**config.mk**
```make
export PLATFORM = sky130hd
export DESIGN_NAME = mscl_top
export DESIGN_NICKNAME = d
export VERILOG_FILES = /design/src/mscl_pkg.sv /design/src/mscl_cfg_if.sv /design/src/mscl_apb_slave.sv /design/src/mscl_regs.sv /design/src/mscl_top.sv
export SDC_FILE = /design/constraint.sdc
export NUM_CORES = 1
export LEC_CHECK = 0
export ABC_AREA = 1
export BUFFER_PORTS_ARGS = -buffer_cell sky130_fd_sc_hd__buf_2
export CAP_MARGIN = 20
export CORE_MARGIN = 3
export CORE_UTILIZATION = 56
export CTS_CLUSTER_DIAMETER = 60
export DETAILED_ROUTE_END_ITERATION = 7
export MAX_ROUTING_LAYER = met4
export PLACE_DENSITY = 0.8
export SKIP_CTS_REPAIR_TIMING = 1
export SLEW_MARGIN = 20
export SYNTH_ARGS = -nofsm -noshare
export SYNTH_HDL_FRONTEND = slang
export SYNTH_HIERARCHICAL = 1
export SYNTH_SLANG_ARGS = --single-unit
```
**constraint.sdc**
```tcl
create_clock -name core_clk -period 1.9 [get_ports core_clk]
set_input_delay 0.095 -clock core_clk [delete_from_list [all_inputs] [get_ports core_clk]]
set_output_delay 0.095 -clock core_clk [all_outputs]
set_load 0.1 [all_outputs]
```
**src/mscl_pkg.sv**
```systemverilog
// Package with register map, field layout and decode tables for the start-up and closed-loop configuration block.
package mscl_pkg;

    // ------------------------------------------------------------------
    // Register map
    // ------------------------------------------------------------------
    localparam logic [11:0] CLOSED_LOOP_CONFIG_ONE_OFFSET = 12'h088;
    localparam logic [11:0] STARTUP_CONFIG_TWO_OFFSET     = 12'h084;
    localparam logic [31:0] CLOSED_LOOP_CONFIG_ONE_RESET  = 32'h0000_0000;
    localparam logic [31:0] STARTUP_CONFIG_TWO_RESET      = 32'h0000_0000;
    localparam logic [31:0] STARTUP_CONFIG_TWO_WMASK      = 32'h7FFF_FFFF;
    localparam logic [31:0] CLOSED_LOOP_CONFIG_ONE_WMASK  = 32'h7FFF_FFFF;
    localparam logic [31:0] ZERO_WORD                     = 32'h0000_0000;

    // ------------------------------------------------------------------
    // Field layout
    // ------------------------------------------------------------------
    localparam int ALIGN_ANGLE_LSB   = 8;
    localparam int ALIGN_ANGLE_MSB   = 12;
    localparam int INIT_SPEED_LSB    = 4;
    localparam int INIT_SPEED_MSB    = 7;
    localparam int FIRST_FREQ_SEL    = 3;
    localparam int SLEW_LSB          = 0;
    localparam int SLEW_MSB          = 2;
    localparam int OVERMOD_EN_BIT    = 30;

    localparam logic [4:0] ALIGN_LAST_VALID = 5'h1C;

    // ------------------------------------------------------------------
    // Decode helpers
    // ------------------------------------------------------------------
    // Align angle in whole degrees; reserved codes decode to zero.
    function automatic logic [8:0] mscl_align_deg(input logic [4:0] code);
        logic [8:0] t [0:28];
        t = '{9'd0, 9'd10, 9'd20, 9'd30, 9'd45, 9'd60, 9'd70, 9'd80, 9'd90, 9'd110,
              9'd120, 9'd135, 9'd150, 9'd160, 9'd170, 9'd180, 9'd190, 9'd210, 9'd225,
              9'd240, 9'd250, 9'd260, 9'd270, 9'd280, 9'd290, 9'd315, 9'd330, 9'd340, 9'd350};
        return (code <= ALIGN_LAST_VALID) ? t[code] : 9'd0;
    endfunction

    // Initial-cycle speed in tenths of a percent of top speed.
    function automatic logic [8:0] mscl_speed_pm(input logic [3:0] code);
        logic [8:0] t [0:15];
        t = '{9'd10, 9'd20, 9'd30, 9'd50, 9'd75, 9'd100, 9'd125, 9'd150,
              9'd175, 9'd200, 9'd250, 9'd300, 9'd350, 9'd400, 9'd450, 9'd500};
        return t[code];
    endfunction

    // Angle-error slew in hundredths of a degree per millisecond.
    function automatic logic [7:0] mscl_slew_cdpm(input logic [2:0] code);
        logic [7:0] t [0:7];
        t = '{8'd1, 8'd5, 8'd10, 8'd15, 8'd20, 8'd50, 8'd100, 8'd200};
        return t[code];
    endfunction

endpackage

```
**src/mscl_cfg_if.sv**
```systemverilog
// Interface carrying register write strobes and stored words between the bus slave and the register file.
`timescale 1ns/1ps
interface mscl_cfg_if;
    logic        wr_startup;
    logic        wr_closed;
    logic [31:0] wdata;
    logic [31:0] startup_word;
    logic [31:0] closed_word;

    modport slave (output wr_startup, output wr_closed, output wdata, input startup_word, input closed_word);
    modport regs  (input wr_startup, input wr_closed, input wdata, output startup_word, output closed_word);
endinterface

```
**src/mscl_apb_slave.sv**
```systemverilog
// APB slave that decodes the two configuration words and answers with zero wait states.
`timescale 1ns/1ps
module mscl_apb_slave (
    input  wire logic        core_clk,
    input  wire logic        srst,
    input  wire logic        psel,
    input  wire logic        penable,
    input  wire logic        pwrite,
    input  wire logic [11:0] paddr,
    input  wire logic [31:0] pwdata,
    output logic      [31:0] prdata,
    output logic             pready,
    output logic             pslverr,
    mscl_cfg_if.slave        cfg
);
    logic        access;
    logic        setup;
    logic        hit_su;
    logic        hit_cl;
    logic [31:0] rdata_d;

    assign access = psel && penable && pready;
    assign setup  = psel && !penable;
    assign hit_su = (paddr == mscl_pkg::STARTUP_CONFIG_TWO_OFFSET);
    assign hit_cl = (paddr == mscl_pkg::CLOSED_LOOP_CONFIG_ONE_OFFSET);

    assign cfg.wdata      = pwdata;
    assign cfg.wr_startup = access && pwrite && hit_su;
    assign cfg.wr_closed  = access && pwrite && hit_cl;

    // Unmapped addresses read zero.
    always_comb begin
        rdata_d = mscl_pkg::ZERO_WORD;
        if (hit_su) begin
            rdata_d = cfg.startup_word;
        end else if (hit_cl) begin
            rdata_d = cfg.closed_word;
        end
    end

    // Answer is prepared in the setup cycle so the access phase needs no wait state.
    always_ff @(posedge core_clk) begin
        if (srst) begin
            pready <= 1'b0;
        end else begin
            pready <= setup;
        end
    end

    always_ff @(posedge core_clk) begin
        if (srst) begin
            prdata <= mscl_pkg::ZERO_WORD;
        end else if (setup) begin
            prdata <= rdata_d;
        end
    end

    always_ff @(posedge core_clk) begin
        if (srst) begin
            pslverr <= 1'b0;
        end else begin
            pslverr <= setup && !(hit_su || hit_cl);
        end
    end
endmodule // mscl_apb_slave

```
**src/mscl_regs.sv**
```systemverilog
// Storage for the start-up and closed-loop configuration words.
`timescale 1ns/1ps
module mscl_regs (
    input  wire logic core_clk,
    input  wire logic srst,
    mscl_cfg_if.regs  cfg
);
    logic [31:0] startup_q;
    logic [31:0] closed_q;

    always_ff @(posedge core_clk) begin
        if (srst) begin
            startup_q <= mscl_pkg::STARTUP_CONFIG_TWO_RESET;
        end else if (cfg.wr_startup) begin
            startup_q <= cfg.wdata & mscl_pkg::STARTUP_CONFIG_TWO_WMASK;
        end
    end

    always_ff @(posedge core_clk) begin
        if (srst) begin
            closed_q <= mscl_pkg::CLOSED_LOOP_CONFIG_ONE_RESET;
        end else if (cfg.wr_closed) begin
            closed_q <= cfg.wdata & mscl_pkg::CLOSED_LOOP_CONFIG_ONE_WMASK;
        end
    end

    assign cfg.startup_word = startup_q;
    assign cfg.closed_word  = closed_q;
endmodule // mscl_regs

```
**src/mscl_top.sv**
```systemverilog
// Top of the start-up and closed-loop configuration block: APB registers and decoded field outputs.
//
// How it works
// - The five-bit align field at bits 12..8 decodes codes 0h..1Ch to 0..350 degrees; 1Dh..1Fh are reserved.
// - The four-bit field at bits 7..4 gives the first-cycle speed, 1 percent at 0h up to 50 percent at Fh.
// - Bit 3 selects 0 Hz when clear, or the initial-cycle speed when set, for align and probe start-ups.
// - The three-bit field at bits 2..0 sets the angle-error slew, 0.01 deg/ms at 0h to 2 deg/ms at 7h.
// - The closed-loop word sits at offset 88h and resets to all zeros.
// - Bit 30 of the closed-loop word is read-write and enables overmodulation when set, reset zero.
`timescale 1ns/1ps
module mscl_top (
    input  wire logic        core_clk,
    input  wire logic        srst,
    input  wire logic        psel,
    input  wire logic        penable,
    input  wire logic        pwrite,
    input  wire logic [11:0] paddr,
    input  wire logic [31:0] pwdata,
    output logic      [31:0] prdata,
    output logic             pready,
    output logic             pslverr,
    output logic      [8:0]  align_angle_deg,
    output logic             align_code_reserved,
    output logic      [8:0]  first_cycle_speed_pm,
    output logic      [8:0]  open_loop_first_speed_pm,
    output logic      [7:0]  angle_slew_cdpm,
    output logic             overmod_enable
);
    // ------------------------------------------------------------------
    // Registers and bus
    // ------------------------------------------------------------------
    mscl_cfg_if cfg ();

    mscl_apb_slave u_slave (
        .core_clk (core_clk),
        .srst     (srst),
        .psel     (psel),
        .penable  (penable),
        .pwrite   (pwrite),
        .paddr    (paddr),
        .pwdata   (pwdata),
        .prdata   (prdata),
        .pready   (pready),
        .pslverr  (pslverr),
        .cfg      (cfg)
    );

    mscl_regs u_regs (
        .core_clk (core_clk),
        .srst     (srst),
        .cfg      (cfg)
    );

    // ------------------------------------------------------------------
    // Field decode
    // ------------------------------------------------------------------
    logic [4:0] align_code;
    logic [3:0] speed_code;
    logic [2:0] slew_code;

    assign align_code = cfg.startup_word[mscl_pkg::ALIGN_ANGLE_MSB:mscl_pkg::ALIGN_ANGLE_LSB];
    assign speed_code = cfg.startup_word[mscl_pkg::INIT_SPEED_MSB:mscl_pkg::INIT_SPEED_LSB];
    assign slew_code  = cfg.startup_word[mscl_pkg::SLEW_MSB:mscl_pkg::SLEW_LSB];

    always_ff @(posedge core_clk) begin
        if (srst) begin
            align_angle_deg     <= '0;
            align_code_reserved <= 1'b0;
        end else begin
            align_angle_deg     <= mscl_pkg::mscl_align_deg(align_code);
            align_code_reserved <= (align_code > mscl_pkg::ALIGN_LAST_VALID);
        end
    end

    always_ff @(posedge core_clk) begin
        if (srst) begin
            first_cycle_speed_pm <= '0;
        end else begin
            first_cycle_speed_pm <= mscl_pkg::mscl_speed_pm(speed_code);
        end
    end

    always_ff @(posedge core_clk) begin
        if (srst) begin
            open_loop_first_speed_pm <= '0;
        end else if (cfg.startup_word[mscl_pkg::FIRST_FREQ_SEL]) begin
            open_loop_first_speed_pm <= mscl_pkg::mscl_speed_pm(speed_code);
        end else begin
            open_loop_first_speed_pm <= '0;
        end
    end

    always_ff @(posedge core_clk) begin
        if (srst) begin
            angle_slew_cdpm <= '0;
        end else begin
            angle_slew_cdpm <= mscl_pkg::mscl_slew_cdpm(slew_code);
        end
    end

    always_ff @(posedge core_clk) begin
        if (srst) begin
            overmod_enable <= 1'b0;
        end else begin
            overmod_enable <= cfg.closed_word[mscl_pkg::OVERMOD_EN_BIT];
        end
    end
endmodule // mscl_top

```
==> summary.txt, run 1 <==
Clocking
  • CTS Buf Count: 17
  • Clock transition at the registers of the reported paths: around 0.060 ns
  • H-tree depth: 4
  • Clock sink total: approximately 130
  • Max clock buf depth: 2
  • Worst skew pair latency: about 0.42 ns
  • CTS root buffer: clkbuf_16
  • CTS tree: done

Finish
  • Syn-to-layout area delta: 17.41%
  • Layout Nets: ~1100
  • Commonest cells after routing, fill and taps aside: 228 x nand2_1, 227 x nor2_1, 133 x dfxtp_1
  • Ant diodes: 0
  • Ratio of cells with drive above 1 in the final layout: about 18%
  • Commonest non-fill, non-tap cell in the layout: nand2_1
  • Fin area: ~0.0075 mm^2

Floorplan
  • Die area: around 0.013 mm^2
  • Overall die height: between 100 and 150 um
  • Initial Util: slightly below 60%
  • Core area: roughly 0.011 mm^2
  • Num ports: 120
  • Cell row count: 38
  • Die Wd: between 100 and 150 um

Placed design
  • DP Worst Slack: 0.4208 ns
  • GP Congestion: 0.9122
  • Hpwl dp: 9947 um
  • Post-Place Cell Area: 0.006867 mm^2
  • Port bufs: 118

Power and ir drop
  • Leakage Power: approximately 3.8 nW
  • Total power: approximately 0.007 W
  • Pwr dens: just over 900 mW/mm^2
  • Peak VDD IR: 621.2 uV

Hold path
  • Hold Crit Class: in -> reg
  • Hold Crit Start: pwdata[1]

Worst setup path
  • Critical Path End Type: flop
  • Crit path required time: approximately 2.2 ns
  • CP Launch Point: u_regs/cfg.startup_word[8]$_SDFFE_PP0P_
  • WS Path Type: reg -> reg
  • R2R Path Start: u_regs/cfg.startup_word[8]$_SDFFE_PP0P_
  • Critical Path AT: about 1.8 ns
  • Max FO, Critical Path: 6
  • CP startpoint kind: flop

Routing
  • DR pass1 iterations: 4
  • Wire length per cell: between 10 and 15 um
  • Via count: about 5800
  • Final WL: around 15000 um
  • Via density: around 5
  • ANT nets after route: 0
  • DRC: 0
  • First DRT Iteration DRCs: around 440

STA
  • Clock skew: 0.004213 ns
  • Max Fclk: 688.7 MHz
  • Final setup margin: roughly 0.45 ns
  • Final setup vio count: 0
  • Hold_ws: -0.02505 ns
  • RSZ-0062 raised after global routing: no
  • Pins Over Slew Limit: 0
  • Final Critical Period: approximately 1.5 ns
  • Fin Setup TNS: 0 ns
  • Crit share post-route: 76.42%
  • Hold Vio Cnt, Final: 28

Global route
  • Largest net degree at the start of global routing: 40
  • Initial antenna violation count: 0
  • Total track usage: 24.87%
  • GR Overflow Total: 0
  • First-pass GRT wire length: between 20000 and 25000 um
  • Vias in the first global route: between 5000 and 6000

Yosys
  • Post-Syn Instances: roughly 950
  • Synth warn: 6
  • Syn Area/Cell: 6.776 um^2
  • Cell area after synthesis: ~0.0064 mm^2

Status
  • Failing checks: hold timing
  • Status: finished with violations

Flow run
  • Max Cap Viol: 0
-- metal layers --
| metal | routed length (um) | up-vias | global-route usage, % |
|---|---|---|---|
| li1 | - | 3027 | - |
| met1 | 6699 | 2576 | 31.29 |
| met2 | 7189 | 180 | 39.77 |
| met3 | 840 | 23 | 5.508 |
| met4 | 222 | 0 | 8.333 |
| met5 | 0 | - | - |
-- power breakdown --
group,internal (W),switching [W]
Clock,0.00232,0.00117
Sequential,0.00283,0.0000205
Combinational,0.000164,0.000536
Total,0.00532,0.00173
-- final timing paths --
kind / cells after the start / slack, ns / to
min: 5 / -0.03 / u_regs/cfg.startup_word[1]$_SDFFE_PP0P_
max: 8 / 0.45 / align_angle_deg[4]$_SDFF_PP0_
min reg2reg: 2 / 0.45 / overmod_enable$_SDFF_PP0_
max reg2reg: 8 / 0.45 / align_angle_deg[4]$_SDFF_PP0_
-- area by class of cell --
cell class	count	area (um^2)
sequential	133	2663
timing repair buffer	150	903.4
multi-input combinational	636	2799
clock inverter	9	147.6
inverter	97	366.6
tap	140	175.2
fill	964	3488
clock buffer	23	488.0
-- worst max-delay path: stages, from the launching register on --
cell,delay (ns)
dfxtp_1,0.32
inv_1,0.11
ha_1,0.25
inv_1,0.06
nand3_1,0.11
o21ai_2,0.27
inv_2,0.09
nand2_1,0.09
nor2_2,0.03
-- stage by stage --
| stage | instances | util (%) |
|---|---|---|
| 2_1_floorplan | 949 | - |
| 3_3_place_gp | 1152 | 62.25 |
| 3_5_place_dp | 1152 | 62.25 |
| 4_1_cts | 1184 | 68.01 |
| 5_1_grt | 1188 | 68.38 |
| 6_report | 1188 | 68.38 |
-- state kept, by name, summed over array words and instances, names as in the netlist --
signal / cells
align_code_reserved: 1
u_regs/cfg.closed_word: 31
align_angle_deg: 9
u_slave/pslverr: 1
u_slave/pready: 1
open_loop_first_speed_pm: 9
u_regs/cfg.startup_word: 31
u_slave/prdata: 32
angle_slew_cdpm: 8
overmod_enable: 1
first_cycle_speed_pm: 9
Note: power is estimated with default switching activity, not from simulation.
==> run 2: changes to the inputs <==
Settings changed: CORE_UTILIZATION 56 to 50, PLACE_DENSITY 0.8 to 0.76.
Clock period 1.9 ns to 1.3 ns, I/O delays scaled along.
==> run 2 against run 1 <==
The flow still finishes with violations (hold timing). Clock skew increased by 0.0017 ns. Final cell count rose by 5.9%. Hold slack got worse by 0.012 ns. Final area up 7.7%. Highest routed layer unchanged. Total power up 42%. Via count rose by 4.3%. First-iteration DRC count up 5.7%. Flip-flop and latch count is the same. Combinational power grew 53%. Sequential power is 46% higher. Clock-buffer cell count shrank 2.
==> summary.txt, run 2 (synthesis gave the netlist of run 1 again) <==
Status
  • Status: finished with violations (unchanged)
  • Failing checks: hold timing (unchanged)

Floorplan
  • Die Wd: 119.3 um (was 113.1 um)
  • Initial Util: 52.39% (was 58.24%)
  • Overall die height: 119.3 um (was 113.1 um)
  • Core area: 0.01226 mm^2 (was 0.01103 mm^2)
  • Die area: 0.01424 mm^2 (was 0.01279 mm^2)
  • Num ports: 120 (unchanged)
  • Cell row count: 40 (was 38)

Placed design
  • Port bufs: 118 (unchanged)
  • Hpwl dp: 10080 um (was 9947 um)
  • GP Congestion: 0.9063 (was 0.9122)

STA
  • Hold Vio Cnt, Final: 19 (was 28)
  • Crit share post-route: 97.55% (was 76.42%)
  • Worst slew margin: between 60 and 70%
  • Pins Over Slew Limit: 0 (unchanged)
  • RSZ-0062 raised after global routing: yes (was no)
  • Final Critical Period: 1.268 ns (was 1.452 ns)
  • Clock skew: 0.005948 ns (was 0.004213 ns)
  • Slew @ Worst Pin: just over 0.5 ns
  • Max Fclk: 788.5 MHz (was 688.7 MHz)
  • Hold_ws: -0.03749 ns (was -0.02505 ns)
  • Final setup vio count: 0 (unchanged)

Clocking
  • Max clock buf depth: 2 (unchanged)
  • Clock transition at the registers of the reported paths: 0.06 ns (about the same)
  • H-tree depth: 4 (unchanged)
  • CTS Buf Count: 17 (unchanged)
  • Clock sink total: 133 (unchanged)
  • CTS root buffer: clkbuf_16 (unchanged)
  • CTS tree: done (unchanged)
  • Worst skew pair latency: 0.42 ns (about the same)

Routing
  • Wire length per cell: 12.81 um (was 12.59 um)
  • Via density: 4.816 (was 4.887)
  • First DRT Iteration DRCs: 466 (was 441)
  • DR pass1 iterations: 5 (was 4)
  • DRC: 0 (unchanged)
  • Via count: 6058 (was 5806)
  • ANT nets after route: 0 (unchanged)
  • Final WL: 16120 um (was 14950 um)

Global route
  • GR Overflow Total: 0 (unchanged)
  • Initial antenna violation count: 0 (unchanged)
  • Largest net degree at the start of global routing: 47 (was 40)
  • Total track usage: 22.32% (was 24.87%)
  • Vias in the first global route: 5358 (was 5283)
  • First-pass GRT wire length: 25070 um (was 24980 um)

Finish
  • Ant diodes: 0 (unchanged)
  • Register with the highest flop count: u_slave/prdata (unchanged)
  • Ratio of cells with drive above 1 in the final layout: 22.57% (was 18.32%)
  • Commonest non-fill, non-tap cell in the layout: nor2_1 (was nand2_1)
  • Syn-to-layout area delta: 26.41% (was 17.41%)
  • Layout Nets: 1144 (was 1101)
  • Max reg flops: 32 (unchanged)
  • Core Util, Final: 66.22% (was 68.38%)
  • Commonest cells after routing, fill and taps aside: 227 x nor2_1, 213 x nand2_1, 128 x dfxtp_1 (was 228 x nand2_1, 227 x nor2_1, 133 x dfxtp_1)

Worst setup path
  • Critical Path AT: 1.58 ns (was 1.76 ns)
  • CP startpoint kind: flop (unchanged)
  • CP Launch Point: u_slave/pready$_SDFF_PP0_ (was u_regs/cfg.startup_word[8]$_SDFFE_PP0P_)
  • WS Path Type: reg -> reg (unchanged)
  • Critical Path End Type: flop (unchanged)
  • Max FO, Critical Path: 9 (was 6)
  • R2R depth: 8 (unchanged)
  • Crit path required time: 1.61 ns (was 2.21 ns)
  • FF-to-FF setup slack: 0.03 ns (was 0.45 ns)
  • R2R Path Start: u_slave/pready$_SDFF_PP0_ (was u_regs/cfg.startup_word[8]$_SDFFE_PP0P_)
  • Worst R2R End: u_regs/cfg.closed_word[27]$_SDFFE_PP0P_ (was align_angle_deg[4]$_SDFF_PP0_)

Power and ir drop
  • Pwr dens: 1233 mW/mm^2 (was 934.6 mW/mm^2)
  • Leakage Power: 4.038 nW (was 3.812 nW)
  • Total power: 0.01001 W (was 0.007049 W)
  • Peak VDD IR: 1100 uV (was 621.2 uV)

Hold path
  • Hold EP: u_regs/cfg.closed_word[17]$_SDFFE_PP0P_ (was u_regs/cfg.startup_word[1]$_SDFFE_PP0P_)
  • Hold path depth: 5 (unchanged)
  • Hold Crit Start: pwdata[17] (was pwdata[1])
  • Hold Crit Class: in -> reg (unchanged)

Flow run
  • Max Cap Viol: 0 (unchanged)
==> run 2: power by group <==
part,total [W],internal [W],switching [W],leakage (nW)
combinational,0.00107,0.000277,0.000798,2.67
sequential,0.00417,0.00414,0.0000299,1.08
clock,0.00477,0.00304,0.00173,0.286
==> run 2: final cells by class <==
type	count	area, um^2
Multi-Input combinational cell	636	2877
Sequential cell	133	2676
Clock inverter	10	131.4
Tap cell	168	210.2
Timing Repair Buffer	193	1409
Clock buffer	21	450.4
Fill cell	1071	4141
Inverter	97	366.6
==> run 2: how the worst max path moves through the flow <==
stage,end,slack [ns]
5_1_grt,u_regs/cfg.startup_word[15]$_SDFFE_PP0P_,-0.03
3_3_place_gp,u_regs/cfg.closed_word[3]$_SDFFE_PP0P_,-0.15
6_report,u_regs/cfg.closed_word[27]$_SDFFE_PP0P_,0.03
3_5_place_dp,u_regs/cfg.closed_word[21]$_SDFFE_PP0P_,-0.20
2_1_floorplan,u_regs/cfg.startup_word[7]$_SDFFE_PP0P_,-0.01
4_1_cts,prdata[3],-0.006
==> run 2: per-layer routing <==
metal | global-route usage, % | wire [um]
met1 | 27.12 | 6837
met2 | 36.56 | 8013
met3 | 5.366 | 999
met4 | 7.445 | 266
met5 | - | 0
==> run 2: worst max-delay path: stages, from the launching register on <==
cell       delay, ns
dfxtp_4         0.34
nand4_1         0.08
buf_4           0.17
nor2_4          0.09
buf_12          0.16
clkbuf_16       0.17
nand2_2         0.05
nand2_1         0.05
nor2_1          0.04
==> run 2: through the flow <==
stage / TNS, ns / instances / area (um^2) / worst slack [ns]
floorplan: -0.4811 / 949 / 6461 / -0.01152
global placement: -8.140 / 1199 / 7083 / -0.1528
detailed placement: -10.63 / 1199 / 7083 / -0.1953
CTS: -0.006858 / 1230 / 7665 / -0.006204
global route: -0.2544 / 1258 / 8120 / -0.03434
finish: 0 / 1258 / 8120 / 0.03180
